[src/pkg/tpwm_pkg.sv]
package tpwm_pkg;

	// counter extremes
	localparam logic [7:0] TPWM_BOTTOM     = 8'h00;
	localparam logic [7:0] TPWM_MAX        = 8'hff;
	localparam logic [7:0] TPWM_ONE        = 8'h01;

	// waveform_mode_sel encodings
	localparam logic [1:0] TPWM_MODE_NORMAL = 2'h0;
	localparam logic [1:0] TPWM_MODE_PCPWM  = 2'h1;
	localparam logic [1:0] TPWM_MODE_CTC    = 2'h2;
	localparam logic [1:0] TPWM_MODE_FAST   = 2'h3;

	// compare_output_sel encodings
	localparam logic [1:0] TPWM_COM_OFF    = 2'h0;
	localparam logic [1:0] TPWM_COM_TOGGLE = 2'h1;
	localparam logic [1:0] TPWM_COM_NONINV = 2'h2;
	localparam logic [1:0] TPWM_COM_INV    = 2'h3;

	// tick_source_sel values
	localparam logic [2:0] TPWM_TICK_STOP  = 3'h0;
	localparam logic [2:0] TPWM_TICK_DIV1  = 3'h1;
	localparam logic [2:0] TPWM_TICK_DIV8  = 3'h2;
	localparam logic [2:0] TPWM_TICK_DIV32 = 3'h3;
	localparam logic [2:0] TPWM_TICK_DIV64 = 3'h4;
	localparam logic [2:0] TPWM_TICK_DIV128 = 3'h5;
	localparam logic [2:0] TPWM_TICK_DIV256 = 3'h6;

	// prescaler width and the low-bit masks that mark each division
	localparam int         TPWM_PRESC_W    = 10;
	localparam logic [9:0] TPWM_MASK_8     = 10'h007;
	localparam logic [9:0] TPWM_MASK_32    = 10'h01f;
	localparam logic [9:0] TPWM_MASK_64    = 10'h03f;
	localparam logic [9:0] TPWM_MASK_128   = 10'h07f;
	localparam logic [9:0] TPWM_MASK_256   = 10'h0ff;
	localparam logic [9:0] TPWM_MASK_1024  = 10'h3ff;

	// register byte offsets on the apb bus
	localparam logic [7:0] TPWM_OFS_CTRL    = 8'h00;
	localparam logic [7:0] TPWM_OFS_COMPARE = 8'h04;
	localparam logic [7:0] TPWM_OFS_COUNT   = 8'h08;
	localparam logic [7:0] TPWM_OFS_STATUS  = 8'h0c;

	// ctrl and status register field positions
	localparam int TPWM_CTRL_TICK_LSB = 0;
	localparam int TPWM_CTRL_COM_LSB  = 3;
	localparam int TPWM_CTRL_MODE_LSB = 5;
	localparam int TPWM_CTRL_ASYNC    = 7;
	localparam int TPWM_CTRL_PORTDIR  = 8;
	localparam int TPWM_CTRL_PORTDATA = 9;
	localparam int TPWM_STATUS_OVF    = 0;
	localparam int TPWM_STATUS_WAVE   = 1;
	localparam int TPWM_STATUS_DOWN   = 2;

	// count direction, one-hot
	typedef enum logic [1:0] {
		TPWM_DIR_UP   = 2'b01,
		TPWM_DIR_DOWN = 2'b10
	} tpwm_dir_t;

	// software control bits
	typedef struct packed {
		logic       portData;         // port value when the wave is disconnected
		logic       portDir;          // pin direction, 1 = output
		logic       asyncSel;         // tick base from the oscillator enable
		logic [1:0] waveform_mode_sel;
		logic [1:0] compare_output_sel;
		logic [2:0] tick_source_sel;
	} tpwm_ctrl_t;

	// whole state of the block
	typedef struct packed {
		tpwm_ctrl_t  ctrl;
		logic [7:0]  cmpBuf;          // software-written compare level
		logic [7:0]  cmpAct;          // level used by the comparator
		logic [7:0]  cnt;             // count_value
		tpwm_dir_t   dir;
		logic        wave;            // compare_wave_out
		logic        ovf;             // overflow_flag
		logic        blockMatch;      // counter written, skip next match
		logic [9:0]  presc;
		logic        pinOut;
		logic        pinOeN;
		logic [31:0] rdData;
	} tpwm_state_t;

	localparam logic [9:0] TPWM_PRESC_ONE = 10'h001;

endpackage

[src/rtl/tpwm_timer8.sv]
`timescale 1ns/1ps
module tpwm_timer8
	import tpwm_pkg::*;
#(
	parameter int PRESC_W = TPWM_PRESC_W
) (
	input  wire logic        sys_clk,   // 250 MHz system clock
	input  wire logic        reset_n,   // async reset, active low
	input  wire logic        oscTickEn, // oscillator enable pulse, async operation base
	input  wire logic        psel,      // apb select
	input  wire logic        penable,   // apb access phase
	input  wire logic        pwrite,    // apb direction
	input  wire logic [7:0]  paddr,     // apb byte address
	input  wire logic [31:0] pwdata,    // apb write data
	output logic      [31:0] prdata,    // apb read data
	output logic             pready,    // apb ready
	output logic             pslverr,   // apb error on unmapped address
	output logic             pinOut,    // pin output value
	output logic             pinOeN,    // pin output enable, low drives
	output logic             overflowFlag // sticky overflow_flag
);

	// the prescaler masks are sized for ten bits only
	if (PRESC_W != TPWM_PRESC_W) begin : g_bad_presc
		$error("prescaler width must be 10");
	end

	tpwm_state_t stateReg;  // all registered state
	tpwm_state_t stateNext; // its next value
	logic [1:0]  rstSync;   // reset release synchroniser
	logic        rstN;      // synchronised reset
	logic        baseEn;    // undivided timer source
	logic        tick;      // timer_tick clock enable
	logic        mapped;    // address hits a register
	logic        wrAcc;     // write taking effect this edge
	logic        matchHit;  // comparator match, after suppression
	logic        special;   // compare at TOP with upper select bit
	logic        ovfSet;    // overflow event in this tick

	// address decode reused by the write path and the error answer
	function automatic logic isMapped(input logic [7:0] a);
		if (a == TPWM_OFS_CTRL) begin
			return 1'b1;
		end else if (a == TPWM_OFS_COMPARE) begin
			return 1'b1;
		end else if (a == TPWM_OFS_COUNT) begin
			return 1'b1;
		end else if (a == TPWM_OFS_STATUS) begin
			return 1'b1;
		end else begin
			return 1'b0;
		end
	endfunction

	// low prescaler bits that must all be set for each division
	function automatic logic [9:0] prescMask(input logic [2:0] sel);
		case (sel)
			TPWM_TICK_DIV8:   return TPWM_MASK_8;
			TPWM_TICK_DIV32:  return TPWM_MASK_32;
			TPWM_TICK_DIV64:  return TPWM_MASK_64;
			TPWM_TICK_DIV128: return TPWM_MASK_128;
			TPWM_TICK_DIV256: return TPWM_MASK_256;
			default:          return TPWM_MASK_1024;
		endcase
	endfunction

	// two-stage reset release; only the second stage is used
	always_ff @(posedge sys_clk or negedge reset_n) begin
		if (!reset_n) begin
			rstSync <= 2'b00;
		end else begin
			rstSync <= {rstSync[0], 1'b1};
		end
	end
	assign rstN = rstSync[1];

	// tick base: system clock or oscillator pulse
	assign baseEn = stateReg.ctrl.asyncSel ? oscTickEn : 1'b1;

	// stop, direct, or prescaled tick
	always_comb begin
		if (stateReg.ctrl.tick_source_sel == TPWM_TICK_STOP) begin
			tick = 1'b0;
		end else if (stateReg.ctrl.tick_source_sel == TPWM_TICK_DIV1) begin
			tick = baseEn;
		end else begin
			tick = baseEn && ((stateReg.presc & prescMask(stateReg.ctrl.tick_source_sel)) ==
				prescMask(stateReg.ctrl.tick_source_sel));
		end
	end

	assign mapped  = isMapped(paddr);
	assign wrAcc   = psel && penable && pwrite && mapped;
	assign special = (stateReg.cmpAct == TPWM_MAX) && stateReg.ctrl.compare_output_sel[1];
	// a match at TOP is dropped when the TOP action stands in for it
	assign matchHit = (stateReg.cnt == stateReg.cmpAct) && !stateReg.blockMatch && !special;

	// apb answers in the access cycle; data was captured at setup
	assign pready  = 1'b1;
	assign pslverr = psel && penable && !mapped;
	assign prdata  = stateReg.rdData;

	// next-state logic for counter, waveform, flags and registers
	always_comb begin
		stateNext = stateReg;
		ovfSet    = 1'b0;

		// prescaler runs whenever a source is selected
		if (baseEn && stateReg.ctrl.tick_source_sel != TPWM_TICK_STOP) begin
			stateNext.presc = stateReg.presc + TPWM_PRESC_ONE;
		end

		if (tick) begin
			stateNext.blockMatch = 1'b0;
			case (stateReg.ctrl.waveform_mode_sel)
				TPWM_MODE_FAST: begin
					// single slope, 256 ticks per period
					if (stateReg.cnt == TPWM_MAX) begin
						stateNext.cnt    = TPWM_BOTTOM;
						stateNext.cmpAct = stateReg.cmpBuf;
						// bottom update lands in the same tick as the wrap
						if (stateReg.ctrl.compare_output_sel == TPWM_COM_NONINV) begin
							stateNext.wave = 1'b1;
						end else if (stateReg.ctrl.compare_output_sel == TPWM_COM_INV) begin
							stateNext.wave = 1'b0;
						end
					end else begin
						stateNext.cnt = stateReg.cnt + TPWM_ONE;
					end
					if (stateReg.cnt + TPWM_ONE == TPWM_MAX) begin
						ovfSet = 1'b1;
					end
					// match acts on the count held during this tick
					if (matchHit && stateReg.cnt != TPWM_MAX) begin
						if (stateReg.ctrl.compare_output_sel == TPWM_COM_NONINV) begin
							stateNext.wave = 1'b0;
						end else if (stateReg.ctrl.compare_output_sel == TPWM_COM_INV) begin
							stateNext.wave = 1'b1;
						end else if (stateReg.ctrl.compare_output_sel == TPWM_COM_TOGGLE) begin
							stateNext.wave = !stateReg.wave;
						end
					end else if (matchHit && stateReg.ctrl.compare_output_sel == TPWM_COM_TOGGLE) begin
						stateNext.wave = !stateReg.wave;
					end
				end
				TPWM_MODE_PCPWM: begin
					// dual slope: MAX and BOTTOM each seen once, 510 ticks
					if (stateReg.cnt == TPWM_MAX) begin
						// a count left at MAX by a mode change still turns downward
						stateNext.cnt = stateReg.cnt - TPWM_ONE;
						stateNext.dir = TPWM_DIR_DOWN;
					end else if (stateReg.dir == TPWM_DIR_UP || stateReg.cnt == TPWM_BOTTOM) begin
						stateNext.cnt = stateReg.cnt + TPWM_ONE;
						stateNext.dir = TPWM_DIR_UP;
						if (stateReg.cnt + TPWM_ONE == TPWM_MAX) begin
							stateNext.dir = TPWM_DIR_DOWN;
						end
					end else begin
						stateNext.cnt = stateReg.cnt - TPWM_ONE;
						if (stateReg.cnt - TPWM_ONE == TPWM_BOTTOM) begin
							stateNext.dir = TPWM_DIR_UP;
							ovfSet        = 1'b1;
						end
					end
					if (stateReg.cnt == TPWM_MAX) begin
						stateNext.cmpAct = stateReg.cmpBuf;
					end
					// up-match and down-match act in opposite senses
					if (matchHit && stateReg.ctrl.compare_output_sel[1]) begin
						stateNext.wave = (stateReg.dir == TPWM_DIR_DOWN) ^
							stateReg.ctrl.compare_output_sel[0];
					end
				end
				default: begin
					// non-PWM modes only count; compare loads at once
					stateNext.cnt    = stateReg.cnt + TPWM_ONE;
					stateNext.cmpAct = stateReg.cmpBuf;
					if (stateReg.cnt == TPWM_MAX) begin
						ovfSet = 1'b1;
					end
				end
			endcase
			// at TOP the replaced match forces the active level
			if (special && stateReg.cnt == TPWM_MAX && stateReg.ctrl.waveform_mode_sel[0]) begin
				stateNext.wave = !stateReg.ctrl.compare_output_sel[0];
			end
		end

		// register writes take effect at the access edge
		if (wrAcc) begin
			if (paddr == TPWM_OFS_CTRL) begin
				stateNext.ctrl = pwdata[TPWM_CTRL_PORTDATA:TPWM_CTRL_TICK_LSB];
			end else if (paddr == TPWM_OFS_COMPARE) begin
				stateNext.cmpBuf = pwdata[7:0];
			end else if (paddr == TPWM_OFS_COUNT) begin
				stateNext.cnt        = pwdata[7:0];
				stateNext.blockMatch = 1'b1;
			end else if (paddr == TPWM_OFS_STATUS) begin
				// write one clears; a flag set by this same tick is put back below
				if (pwdata[TPWM_STATUS_OVF]) begin
					stateNext.ovf = 1'b0;
				end
			end
		end

		// hardware set outranks a software clear in the same cycle
		if (ovfSet) begin
			stateNext.ovf = 1'b1;
		end

		// read data sampled in the setup cycle
		if (psel && !penable) begin
			stateNext.rdData = '0;
			if (paddr == TPWM_OFS_CTRL) begin
				stateNext.rdData[TPWM_CTRL_PORTDATA:TPWM_CTRL_TICK_LSB] = stateReg.ctrl;
			end else if (paddr == TPWM_OFS_COMPARE) begin
				stateNext.rdData[7:0] = stateReg.cmpBuf;
			end else if (paddr == TPWM_OFS_COUNT) begin
				stateNext.rdData[7:0] = stateReg.cnt;
			end else if (paddr == TPWM_OFS_STATUS) begin
				stateNext.rdData[TPWM_STATUS_OVF]  = stateReg.ovf;
				stateNext.rdData[TPWM_STATUS_WAVE] = stateReg.wave;
				stateNext.rdData[TPWM_STATUS_DOWN] = (stateReg.dir == TPWM_DIR_DOWN);
			end
		end

		// pin: wave only when connected, driver only when output
		stateNext.pinOut = (stateReg.ctrl.compare_output_sel != TPWM_COM_OFF) ?
			stateReg.wave : stateReg.ctrl.portData;
		stateNext.pinOeN = !stateReg.ctrl.portDir;
	end

	// single state register
	always_ff @(posedge sys_clk or negedge rstN) begin
		if (!rstN) begin
			stateReg     <= '0;
			stateReg.dir <= TPWM_DIR_UP;
			stateReg.pinOeN <= 1'b1;
		end else begin
			stateReg <= stateNext;
		end
	end

	assign pinOut       = stateReg.pinOut;
	assign pinOeN       = stateReg.pinOeN;
	assign overflowFlag = stateReg.ovf;

	// checks on the running block
	a_fast_wrap: assert property (@(posedge sys_clk) disable iff (!rstN)
		tick && !wrAcc && stateReg.ctrl.waveform_mode_sel == TPWM_MODE_FAST && stateReg.cnt == TPWM_MAX
		|=> stateReg.cnt == TPWM_BOTTOM) else $error("fast counter did not wrap");
	a_fast_ovf: assert property (@(posedge sys_clk) disable iff (!rstN)
		tick && !wrAcc && stateReg.ctrl.waveform_mode_sel == TPWM_MODE_FAST && stateReg.cnt == 8'hfe
		|=> stateReg.ovf) else $error("overflow not set at MAX");
	a_pc_hold: assert property (@(posedge sys_clk) disable iff (!rstN)
		tick && !wrAcc && stateReg.ctrl.waveform_mode_sel == TPWM_MODE_PCPWM && stateReg.cnt == TPWM_MAX
		|=> stateReg.cnt == 8'hfe && stateReg.dir == TPWM_DIR_DOWN) else $error("MAX not left downward");
	a_pc_ovf: assert property (@(posedge sys_clk) disable iff (!rstN)
		tick && !wrAcc && stateReg.ctrl.waveform_mode_sel == TPWM_MODE_PCPWM && stateReg.cnt == TPWM_ONE &&
		stateReg.dir == TPWM_DIR_DOWN |=> stateReg.ovf && stateReg.dir == TPWM_DIR_UP)
		else $error("overflow not set at bottom");
	a_fast_set: assert property (@(posedge sys_clk) disable iff (!rstN)
		tick && stateReg.ctrl.waveform_mode_sel == TPWM_MODE_FAST && stateReg.cnt == TPWM_MAX &&
		stateReg.ctrl.compare_output_sel == TPWM_COM_NONINV |=> stateReg.wave) else $error("bottom set missing");
	a_fast_clear: assert property (@(posedge sys_clk) disable iff (!rstN)
		tick && stateReg.ctrl.waveform_mode_sel == TPWM_MODE_FAST && stateReg.cnt == TPWM_MAX &&
		stateReg.ctrl.compare_output_sel == TPWM_COM_INV |=> !stateReg.wave) else $error("bottom clear missing");
	a_tick_stop: assert property (@(posedge sys_clk) disable iff (!rstN)
		stateReg.ctrl.tick_source_sel == TPWM_TICK_STOP && !wrAcc |=> $stable(stateReg.cnt))
		else $error("counter moved while stopped");
	a_buf_load: assert property (@(posedge sys_clk) disable iff (!rstN)
		tick && stateReg.ctrl.waveform_mode_sel[0] && stateReg.cnt == TPWM_MAX
		|=> stateReg.cmpAct == $past(stateReg.cmpBuf)) else $error("compare not loaded at MAX");
	a_buf_hold: assert property (@(posedge sys_clk) disable iff (!rstN)
		stateReg.ctrl.waveform_mode_sel[0] && !(tick && stateReg.cnt == TPWM_MAX)
		|=> $stable(stateReg.cmpAct)) else $error("compare level changed mid-period");
	a_pc_upmatch: assert property (@(posedge sys_clk) disable iff (!rstN)
		tick && stateReg.ctrl.waveform_mode_sel == TPWM_MODE_PCPWM && stateReg.dir == TPWM_DIR_UP &&
		matchHit && stateReg.ctrl.compare_output_sel == TPWM_COM_NONINV |=> !stateReg.wave)
		else $error("up-count match did not clear");
	a_pin_oe: assert property (@(posedge sys_clk) disable iff (!rstN)
		!stateReg.ctrl.portDir ##1 !stateReg.ctrl.portDir |-> pinOeN) else $error("pin driven as input");
	a_pin_disc: assert property (@(posedge sys_clk) disable iff (!rstN)
		stateReg.ctrl.compare_output_sel == TPWM_COM_OFF |=> pinOut == $past(stateReg.ctrl.portData))
		else $error("wave reached pin while disconnected");

endmodule

[config.mk]
export PLATFORM = sky130hd
export DESIGN_NAME = tpwm_timer8
export DESIGN_NICKNAME = d
export VERILOG_FILES = /design/src/pkg/tpwm_pkg.sv /design/src/rtl/tpwm_timer8.sv
export SDC_FILE = /design/constraint.sdc
export NUM_CORES = 1
export LEC_CHECK = 0
export ABC_AREA = 1
export BUFFER_PORTS_ARGS = -buffer_cell sky130_fd_sc_hd__buf_4
export CAP_MARGIN = 10
export CORE_MARGIN = 4
export CORE_UTILIZATION = 50
export DETAILED_ROUTE_END_ITERATION = 12
export PLACE_DENSITY = 0.81
export SLEW_MARGIN = 5
export SYNTH_ARGS = -nofsm -noshare
export SYNTH_HDL_FRONTEND = slang
export SYNTH_SLANG_ARGS = --single-unit
[constraint.sdc]
create_clock -name sys_clk -period 3.15 [get_ports sys_clk]
set_input_delay 0.315 -clock sys_clk [delete_from_list [all_inputs] [get_ports sys_clk]]
set_output_delay 0.315 -clock sys_clk [all_outputs]
set_load 0.02 [all_outputs]
-- Yosys cells after proc, flatten, opt, wreduce, memory -nomap -nowiden
Index checks and enable logic that the tools add are counted.
- register bits: 63
- bits in latches: 0
- memory bits (writable): 0
- ROM bits: 0
- input bits: 46
- output and inout bits: 37
- word-level logic and storage cells: 146
- memories: 0
- add/sub/neg operators: 3
- multiply operators: 0
- div/mod/pow operators: 0
- magnitude comparators: 0
- eq/ne operators: 26
- shift-type cells: 0
- multiplexer cells: 57
- bitwise operators: 3
- reduce and logical (&&, ||, !) cells: 39
- operator list (kind ; count):
    two-way mux 8 bit ; 8
    case mux 10 bit (5 select lines) ; 1
    two-way mux 10 bit ; 4
    case mux 16 bit (2 select lines) ; 1
    two-way mux 1 bit ; 30
    equality test 8 bit, second input constant ; 3
    zero test 8 bit ; 3
    equality test 8 x 4 -> 1 bit, second input constant ; 2
    logical AND 1 bit ; 15
    two-way mux 2 bit ; 7
    two-way mux 11 bit ; 1
    adder 10 x 1 -> 10 bit, second input constant ; 1
    bitwise AND 10 bit ; 1
    equality test 10 bit ; 1
    equality test 3 bit, second input constant ; 3
    AND reduction 3 bit ; 3
    nonzero test 3 bit ; 3
    adder 8 x 1 -> 8 bit, second input constant ; 1
    equality test 2 bit, second input constant ; 4
    equality test 8 x 3 -> 1 bit, second input constant ; 1
    equality test 8 bit ; 1
    != test 8 bit, second input constant ; 1
    nonzero test 2 bit ; 4
    subtractor 8 x 1 -> 8 bit, second input constant ; 1
    other kinds (15) ; 28

-- Depth between registers and ports, before layout
Gate-level depths: netlist of run 1.
- word-level depth: 15
- gate-level depth with buffers: 16
- mapped depth without buffers: 15

-- Least setup slack after synthesis of run 1
No wires, ideal clock.
- kind: register to register
- from: register stateReg[49] (netlist bit)
- to: register stateReg[48] (netlist bit)
- library setup time: 121 ps
- arrival time: 1634 ps
- required time: 3029 ps
- path slack: 1395 ps
- cell stages (with the launch flop): 11
- buffers on the path: 0
- clock period less this slack: 1755 ps
- cell sequence: dfrtp_1 -> inv_1 -> ha_1 -> xnor2_1 -> nand3_1 -> nor3_1 -> nand3_1 -> nand3_1 -> nand3_1 -> nand2_1 -> o21ai_1
- word-level cells in the longest chain between the ends: 5
- elaborated cells between the ends (all ways): 12
- classes of those cells: add/sub: 2; eq/ne: 2; mux: 3; reduce/logical: 5
- ends and longest elaborated chain (what ; RTL line ; source):
    start, declared ; tpwm_timer8.sv:28 ; tpwm_state_t stateReg;
    start signal, assigned ; tpwm_timer8.sv:240 ; stateReg <= stateNext;
    adder 8 x 1 -> 8 bit ; tpwm_timer8.sv:155 ; if (stateReg.cnt + TPWM_ONE == TPWM_MAX) begin
    equality test 8 bit ; tpwm_timer8.sv:155 ;
    two-way mux 2 bit ; tpwm_timer8.sv:155 ;
    two-way mux 10 bit ; tpwm_timer8.sv:152 ; end else if (stateReg.dir == TPWM_DIR_UP || stateReg.cnt == TPWM_BOTTOM) begin
    two-way mux 10 bit ; tpwm_timer8.sv:148 ; if (stateReg.cnt == TPWM_MAX) begin
Parallel ways exist; a longest one is shown, timed or not.
A chain may end at the register's enable or synchronous reset.

-- Worst setup path after layout of run 1
Same ends and word-level chain as after synthesis.

==> results of run 1 <==
## power groups by stage
stage	Sequential (mW)	Clock (mW)	Combinational (mW)
final	0.858	0.889	0.145
after global routing	0.863	0.941	0.161
after CTS	0.859	0.905	0.145
after detailed placement	0.875	0	0.143
after global placement	0.873	0	0.138
after floorplan	0.871	0	0.113
## cells by family (layout without fill, tap and decap cells)
kind of cell / Yosys count / count (layout) / share of synthesized area (%)
AND/OR/NAND/NOR: 251 / 251 / 28.5
buffers and inverters: 110 / 124 / 14.0
AO/OA/AOI/OAI: 81 / 81 / 12.0
flip-flops: 63 / 63 / 39.3
XOR/XNOR: 19 / 19 / 4.15
adder cells (fa/ha/maj): 6 / 6 / 1.87
other: 2 / 24 / 0.187
## area by class of cell
| cell class | count | area [um^2] |
|---|---|---|
| Timing Repair Buffer | 39 | 295 |
| Fill cell | 699 | 3300 |
| Tap cell | 102 | 128 |
| Sequential cell | 63 | 1580 |
| Clock buffer | 9 | 124 |
| Multi-Input combinational cell | 381 | 1960 |
| Inverter | 69 | 260 |
| Clock inverter | 7 | 125 |
## how the worst min path moves through the flow
stage	start	endpoint	slack, ns	cells past startpoint
after detailed placement	reset_n	rstSync[0]$_DFF_PN0_	0.1	1
after global routing	pwdata[5]	stateReg[54]$_DFF_PN0_	0.19	3
final	pwdata[3]	stateReg[52]$_DFF_PN0_	0.18	3
after floorplan	reset_n	rstSync[0]$_DFF_PN0_	0.02	0
after global placement	reset_n	rstSync[0]$_DFF_PN0_	0.1	1
after CTS	pwdata[3]	stateReg[52]$_DFF_PN0_	0.18	3
## critical path, cell delays in order, from the launching register on
cell and delay, ns:
dfrtp_1 0.47, inv_1 0.22, ha_1 0.30, xnor2_1 0.22
nand3_1 0.10, nor3_1 0.29, nand3_1 0.12, nand3_1 0.09
nand3_1 0.13, nand2_1 0.09, o21ai_1 0.06
## sequential cells by signal, summed over array words and instances, names as in the netlist
signal / count
prdata: 10
stateReg: 48
pinOeN: 1
rstSync: 2
pinOut: 1
overflowFlag: 1
## cells in the final DEF (no fill, tap or decap), drive strengths merged, types with 2 or more instances in the layout
cell type    n
a21oi       14
and2         2
buf         38
bufinv       3
clkbuf       9
conb        24
dfrtp       61
dfstp        2
ha           6
inv         72
nand2      152
nand3       33
nand4        5
nor2        49
nor3         4
nor4         3
o211ai       7
o21ai       49
o22ai        7
o31ai        2
xnor2        6
xor2        13
## per-stage QoR
stage | instance area, um^2 | power, mW | std cells | setup WS (ns) | hold WS, ns
after floorplan | 4100 | 0.985 | 554 | 1.27 | 0.0194
after global placement | 4210 | 1.01 | 653 | 1.02 | 0.0973
after detailed placement | 4210 | 1.02 | 653 | 0.984 | 0.0975
after CTS | 4470 | 1.91 | 670 | 0.959 | 0.176
after global routing | 4470 | 1.96 | 670 | 0.780 | 0.188
final | 4470 | 1.89 | 670 | 0.956 | 0.183
## routing by layer
layer  vias to the layer above  track usage (%)  wire length, um
li1                       1701                -                -
met2                       139             31.6             4150
met4                         0             6.92              200
met3                        21             4.24              632
met1                      1630             26.9             4160
met5                         -                0                0
## timing repair
action | 4_1_cts | 5_1_grt
resized for setup | 0 | 0
hold endpoints to repair | 2 | 0
hold buffers | 1 | 0
==> summary.txt, run 1 <==
leak pwr -> 2.24 nW
first-pass GRT wire length -> 15200 um
synthesized flop and latch total -> 63
crit path capture type -> flip-flop
worst min path class -> input pin to flip-flop
grt total ovfl -> 0
Flop pwr share -> 45.4%
RSZ-0062 raised after global routing -> false
Clock Skews -> 0.0123 ns
final hold vios -> 0
Clock Path Buffers -> 2
Layout Utilization -> 57.5%
post-synthesis cell area -> 4010 um^2
nets -> 615
DRC -> 0
sw frac -> 25.1%
Commonest cells post-synth -> 146 x nand2_1, 61 x dfrtp_1, 55 x inv_1, 42 x nor2_1, 36 x o21ai_0
Synth top area share -> 38.0%
reg-to-reg critical path endpoint -> stateReg[48]$_DFFE_PN0P_
critical path data arrival time -> 2.44 ns
combinational power share -> 7.7%
Peak supply drop -> 0.000328 V
Chip Height -> 97.6 um
Detailed Route Iter0 Violations -> 281
vias in the first global route -> 3202
Switch Pwr -> 475 uW
Startpoint Class -> flip-flop
htree depth -> 3
Yosys top cell by area -> dfrtp_1
endpoints failing setup -> 0
die area -> 9520 um^2
WS Path Type -> flip-flop to flip-flop
Slew @ Worst Pin -> 0.816 ns
n_diodes -> 0
status -> finished, final reports clean
PwrDens -> 423 nW/um^2
top post-synthesis cells by area -> dfrtp_1 38%, nand2_1 14%, buf_4 6.5%, inv_1 5.1%, o21ai_0 4.5%
synthesized instance count -> 532
reg2reg start -> stateReg[49]$_DFF_PN0_
Yosys cell types -> 41
Tcrit/Tclk final -> 69.7%
Root Buffer Master -> clkbuf_8
DR pass1 iterations -> 5
Avg WL per Cell -> 13.7 um
Detail Route Antenna Nets -> 0
clock period minus worst slack -> 2.19 ns
final wirelength -> 9150 um
number of synthesized flops with an enable pin -> 0
largest net degree at the start of global routing -> 37
most common cell in the synthesized netlist -> nand2_1
clock power share -> 47.0%
Post-CTS Setup Repair Bufs -> 0
starting density of the core -> 51.7%
Die W -> 97.6 um
Crit. Startpoint -> stateReg[49]$_DFF_PN0_
Detail Placement HPWL -> 6980 um
CTS sink count -> 63
max frequency -> 0.456 GHz
R2R setup slack -> 0.96 ns
input/output buffers -> 37
boundary pin count -> 83
Crit Path Max Fanout -> 8
Slew Limit Fails -> 0
Slew HR -> 45.6%
syn_area_per_cell -> 7.54 um^2
RD Place Congestion -> 0.958
reg2reg path depth -> 10
Main synth FF type -> dfrtp_1
initial antenna violation count -> 0
CTS tree -> yes
critical path endpoint -> stateReg[48]$_DFFE_PN0P_
fraction of layout cells with a size suffix above 1 -> 18.5%
Syn-to-layout area delta -> 11.3%
DR vias/cell -> 5.21
max-capacitance violation count -> 0
Ys Warns -> 0
Post-synth ARST share -> 100%
internal power -> 1.42 mW
post-synthesis sequential area ratio -> 39.3%
Num CTS Buffers -> 9
num rows -> 32
core area -> 7770 um^2
WP data required -> 3.39 ns
Worst-path clk slew -> 0.08 ns
Clock Latency Late Sink -> 0.35 ns
GRT Resource Usage Total -> 19.9%
via count -> 3491
Post-Route Setup TNS -> 0 ns
No activity file was read; power rests on OpenSTA's default activity.
==> run 2, diff against run 1 <==
==> constraint.sdc (replaced) <==
create_clock -name sys_clk -period 2.3 [get_ports sys_clk]
set_input_delay 0.23 -clock sys_clk [delete_from_list [all_inputs] [get_ports sys_clk]]
set_output_delay 0.23 -clock sys_clk [all_outputs]
set_load 0.02 [all_outputs]
==> run 2 against run 1 <==
Sequential power up 36%. Die area unchanged. Routed wire length up 1.7%. Sequential share of layout area down 0.099 points. Clock skew down 0.0020 ns. First-iteration DRC count up 31%. Via count up 0.89%. Power up 31%. Combinational power up 44%. Cell count up 0.45%. Critical path type unchanged. Highest routed layer unchanged.
==> summary.txt, run 2 (same netlist as run 1, synthesis figures left out) <==
num rows -> 32 (unchanged)
htree depth -> 3 (unchanged)
combinational power share -> 8.4% (+0.7 points)
CTS sink count -> 63 (unchanged)
R2R setup slack -> 0.16 ns (-0.80 ns)
boundary pin count -> 83 (unchanged)
Slew HR -> 43.2% (-2.4 points)
Die W -> 97.6 um (unchanged)
Power Total -> 2.48 mW (+31%)
Syn-to-layout area delta -> 11.7%
Detail Placement HPWL -> 7080 um (+1.4%)
Biggest register -> stateReg
Avg WL per Cell -> 13.8 um (+1.2%)
Slew Limit Fails -> 0 (unchanged)
status -> finished, final reports clean
Worst-path clk slew -> 0.08 ns (about the same)
WP data required -> 2.58 ns (-0.81 ns)
Reg area -> 1580 um^2 (unchanged)
Clock Skews -> 0.0103 ns (-0.00200 ns)
starting density of the core -> 51.7% (unchanged)
final wirelength -> 9300 um (+1.7%)
worst slack at placement -> 0.225 ns (-0.759 ns)
Root Buffer Master -> clkbuf_8
initial antenna violation count -> 0 (unchanged)
RSZ-0062 raised after global routing -> false
Layout Utilization -> 57.7% (+0.16 points)
largest net degree at the start of global routing -> 52 (+41%)
GRT Resource Usage Total -> 20.4% (+0.53 points)
Post-Route Setup TNS -> 0 ns (unchanged)
Slew @ Worst Pin -> 0.853 ns (+0.0365 ns)
Tcrit/Tclk final -> 93.2% (+24 points)
final hold vios -> 0 (unchanged)
sw frac -> 26.2% (+1.1 points)
most frequent cells in the layout -> 146 x nand2_1, 60 x dfrtp_1, 55 x inv_1
Chip Height -> 97.6 um (unchanged)
Startpoint Class -> flip-flop
Detailed Route Iter0 Violations -> 368 (+31%)
input/output buffers -> 37 (unchanged)
CTS tree -> yes
top sig layer -> met4
max reg flops -> 48 (unchanged)
Detail Route Antenna Nets -> 0 (unchanged)
clock period minus worst slack -> 2.14 ns (-0.0510 ns)
RD Place Congestion -> 0.994 (+3.8%)
grt total ovfl -> 0 (unchanged)
crit path capture type -> flip-flop
n_diodes -> 0 (unchanged)
leak pwr -> 2.24 nW (+0.12%)
DR vias/cell -> 5.23 (+0.44%)
endpoints failing setup -> 0 (unchanged)
core area -> 7770 um^2 (unchanged)
die area -> 9520 um^2 (unchanged)
Placement Cell Area -> 4250 um^2 (+0.83%)
clock power share -> 44.5% (-2.5 points)
Clock Path Buffers -> 2 (unchanged)
Peak supply drop -> 0.000419 V (+28%)
internal power -> 1.83 mW (+29%)
Crit Path Max Fanout -> 16 (+8)
max frequency -> 0.467 GHz (+2.4%)
finished layout cell area -> 4480 um^2 (+0.28%)
critical path data arrival time -> 2.43 ns (about the same)
Met3 Wirelength -> 674 um (+6.6%)
commonest non-fill, non-tap cell in the layout -> nand2_1
Num CTS Buffers -> 9 (unchanged)
DR pass1 iterations -> 5 (unchanged)
WS Path Type -> flip-flop to flip-flop
Cells after DPL -> 656 (+0.46%)
first-pass GRT wire length -> 15800 um (+3.9%)
Flop pwr share -> 47.0% (+1.6 points)
Switch Pwr -> 651 uW (+37%)
Clock Latency Late Sink -> 0.36 ns (about the same)
worst hold slack -> 0.101 ns (-0.0818 ns)
area of the multi-input gates -> 1960 um^2 (unchanged)
DRC -> 0 (unchanged)
nets -> 618 (+0.49%)
final worst slack -> 0.157 ns (-0.799 ns)
fill count -> 710 (+1.6%)
max-capacitance violation count -> 0 (unchanged)
worst min path class -> input pin to flip-flop
post_cts resized -> 0 (unchanged)
PwrDens -> 554 nW/um^2 (+31%)
Routed met1 length -> 4110 um (-1.2%)
post-route insts no fill -> 673 (+0.45%)
vias in the first global route -> 3379 (+5.5%)
Met2 Wirelength -> 4280 um (+3.0%)
fraction of layout cells with a size suffix above 1 -> 18.9% (+0.43 points)
via count -> 3522 (+0.89%)
run 2: worst paths after layout:
kind	start	end	cells past startpoint
min in group asynchronous	rstSync[1]$_DFF_PN0_	stateReg[36]$_DFFE_PN0P_	0
max in group asynchronous	rstSync[1]$_DFF_PN0_	stateReg[47]$_DFFE_PN1P_	1
worst max-delay path	stateReg[49]$_DFF_PN0_	stateReg[59]$_DFFE_PN0N_	8
worst max register to register	stateReg[49]$_DFF_PN0_	stateReg[59]$_DFFE_PN0N_	8
worst min register to register	rstSync[1]$_DFF_PN0_	stateReg[36]$_DFFE_PN0P_	0
worst min-delay path	pwdata[3]	stateReg[52]$_DFF_PN0_	3
run 2: layout make-up:
class                           instances  share of cell area, %
Sequential cell                        63                   35.3
Clock buffer                            9                   2.76
Multi-Input combinational cell        381                   43.7
Timing Repair Buffer                   42                   7.37
Clock inverter                          7                   2.29
Inverter                               69                   5.81
Tap cell                              102                   2.85
run 2: critical path, stage by stage, from the launching register on:
cell,delay (ns)
dfrtp_1,0.44
ha_1,0.25
nand2_2,0.13
nor2_4,0.06
nand3_4,0.12
clkinv_2,0.13
o21ai_2,0.68
nor2_1,0.12
a21oi_2,0.14
run 2: what timing repair did:
item	4_1_cts	5_1_grt
hold buffers	1	0
endpoints found under the hold margin	2	0
setup buffers	0	0
run 2: per-layer routing:
layer	vias up	GRT usage, %
li1	1710	-
met1	1628	27.7
met2	158	32.1
met3	26	4.45
met4	0	7.56
met5	-	0
run 2: power by group through the flow:
stage | Combinational, mW | Clock [mW] | Sequential (mW)
after CTS | 0.210 | 1.13 | 1.17
final | 0.209 | 1.11 | 1.17
after global placement | 0.201 | 0 | 1.19
after global routing | 0.236 | 1.18 | 1.17
after floorplan | 0.155 | 0 | 1.19
after detailed placement | 0.208 | 0 | 1.19
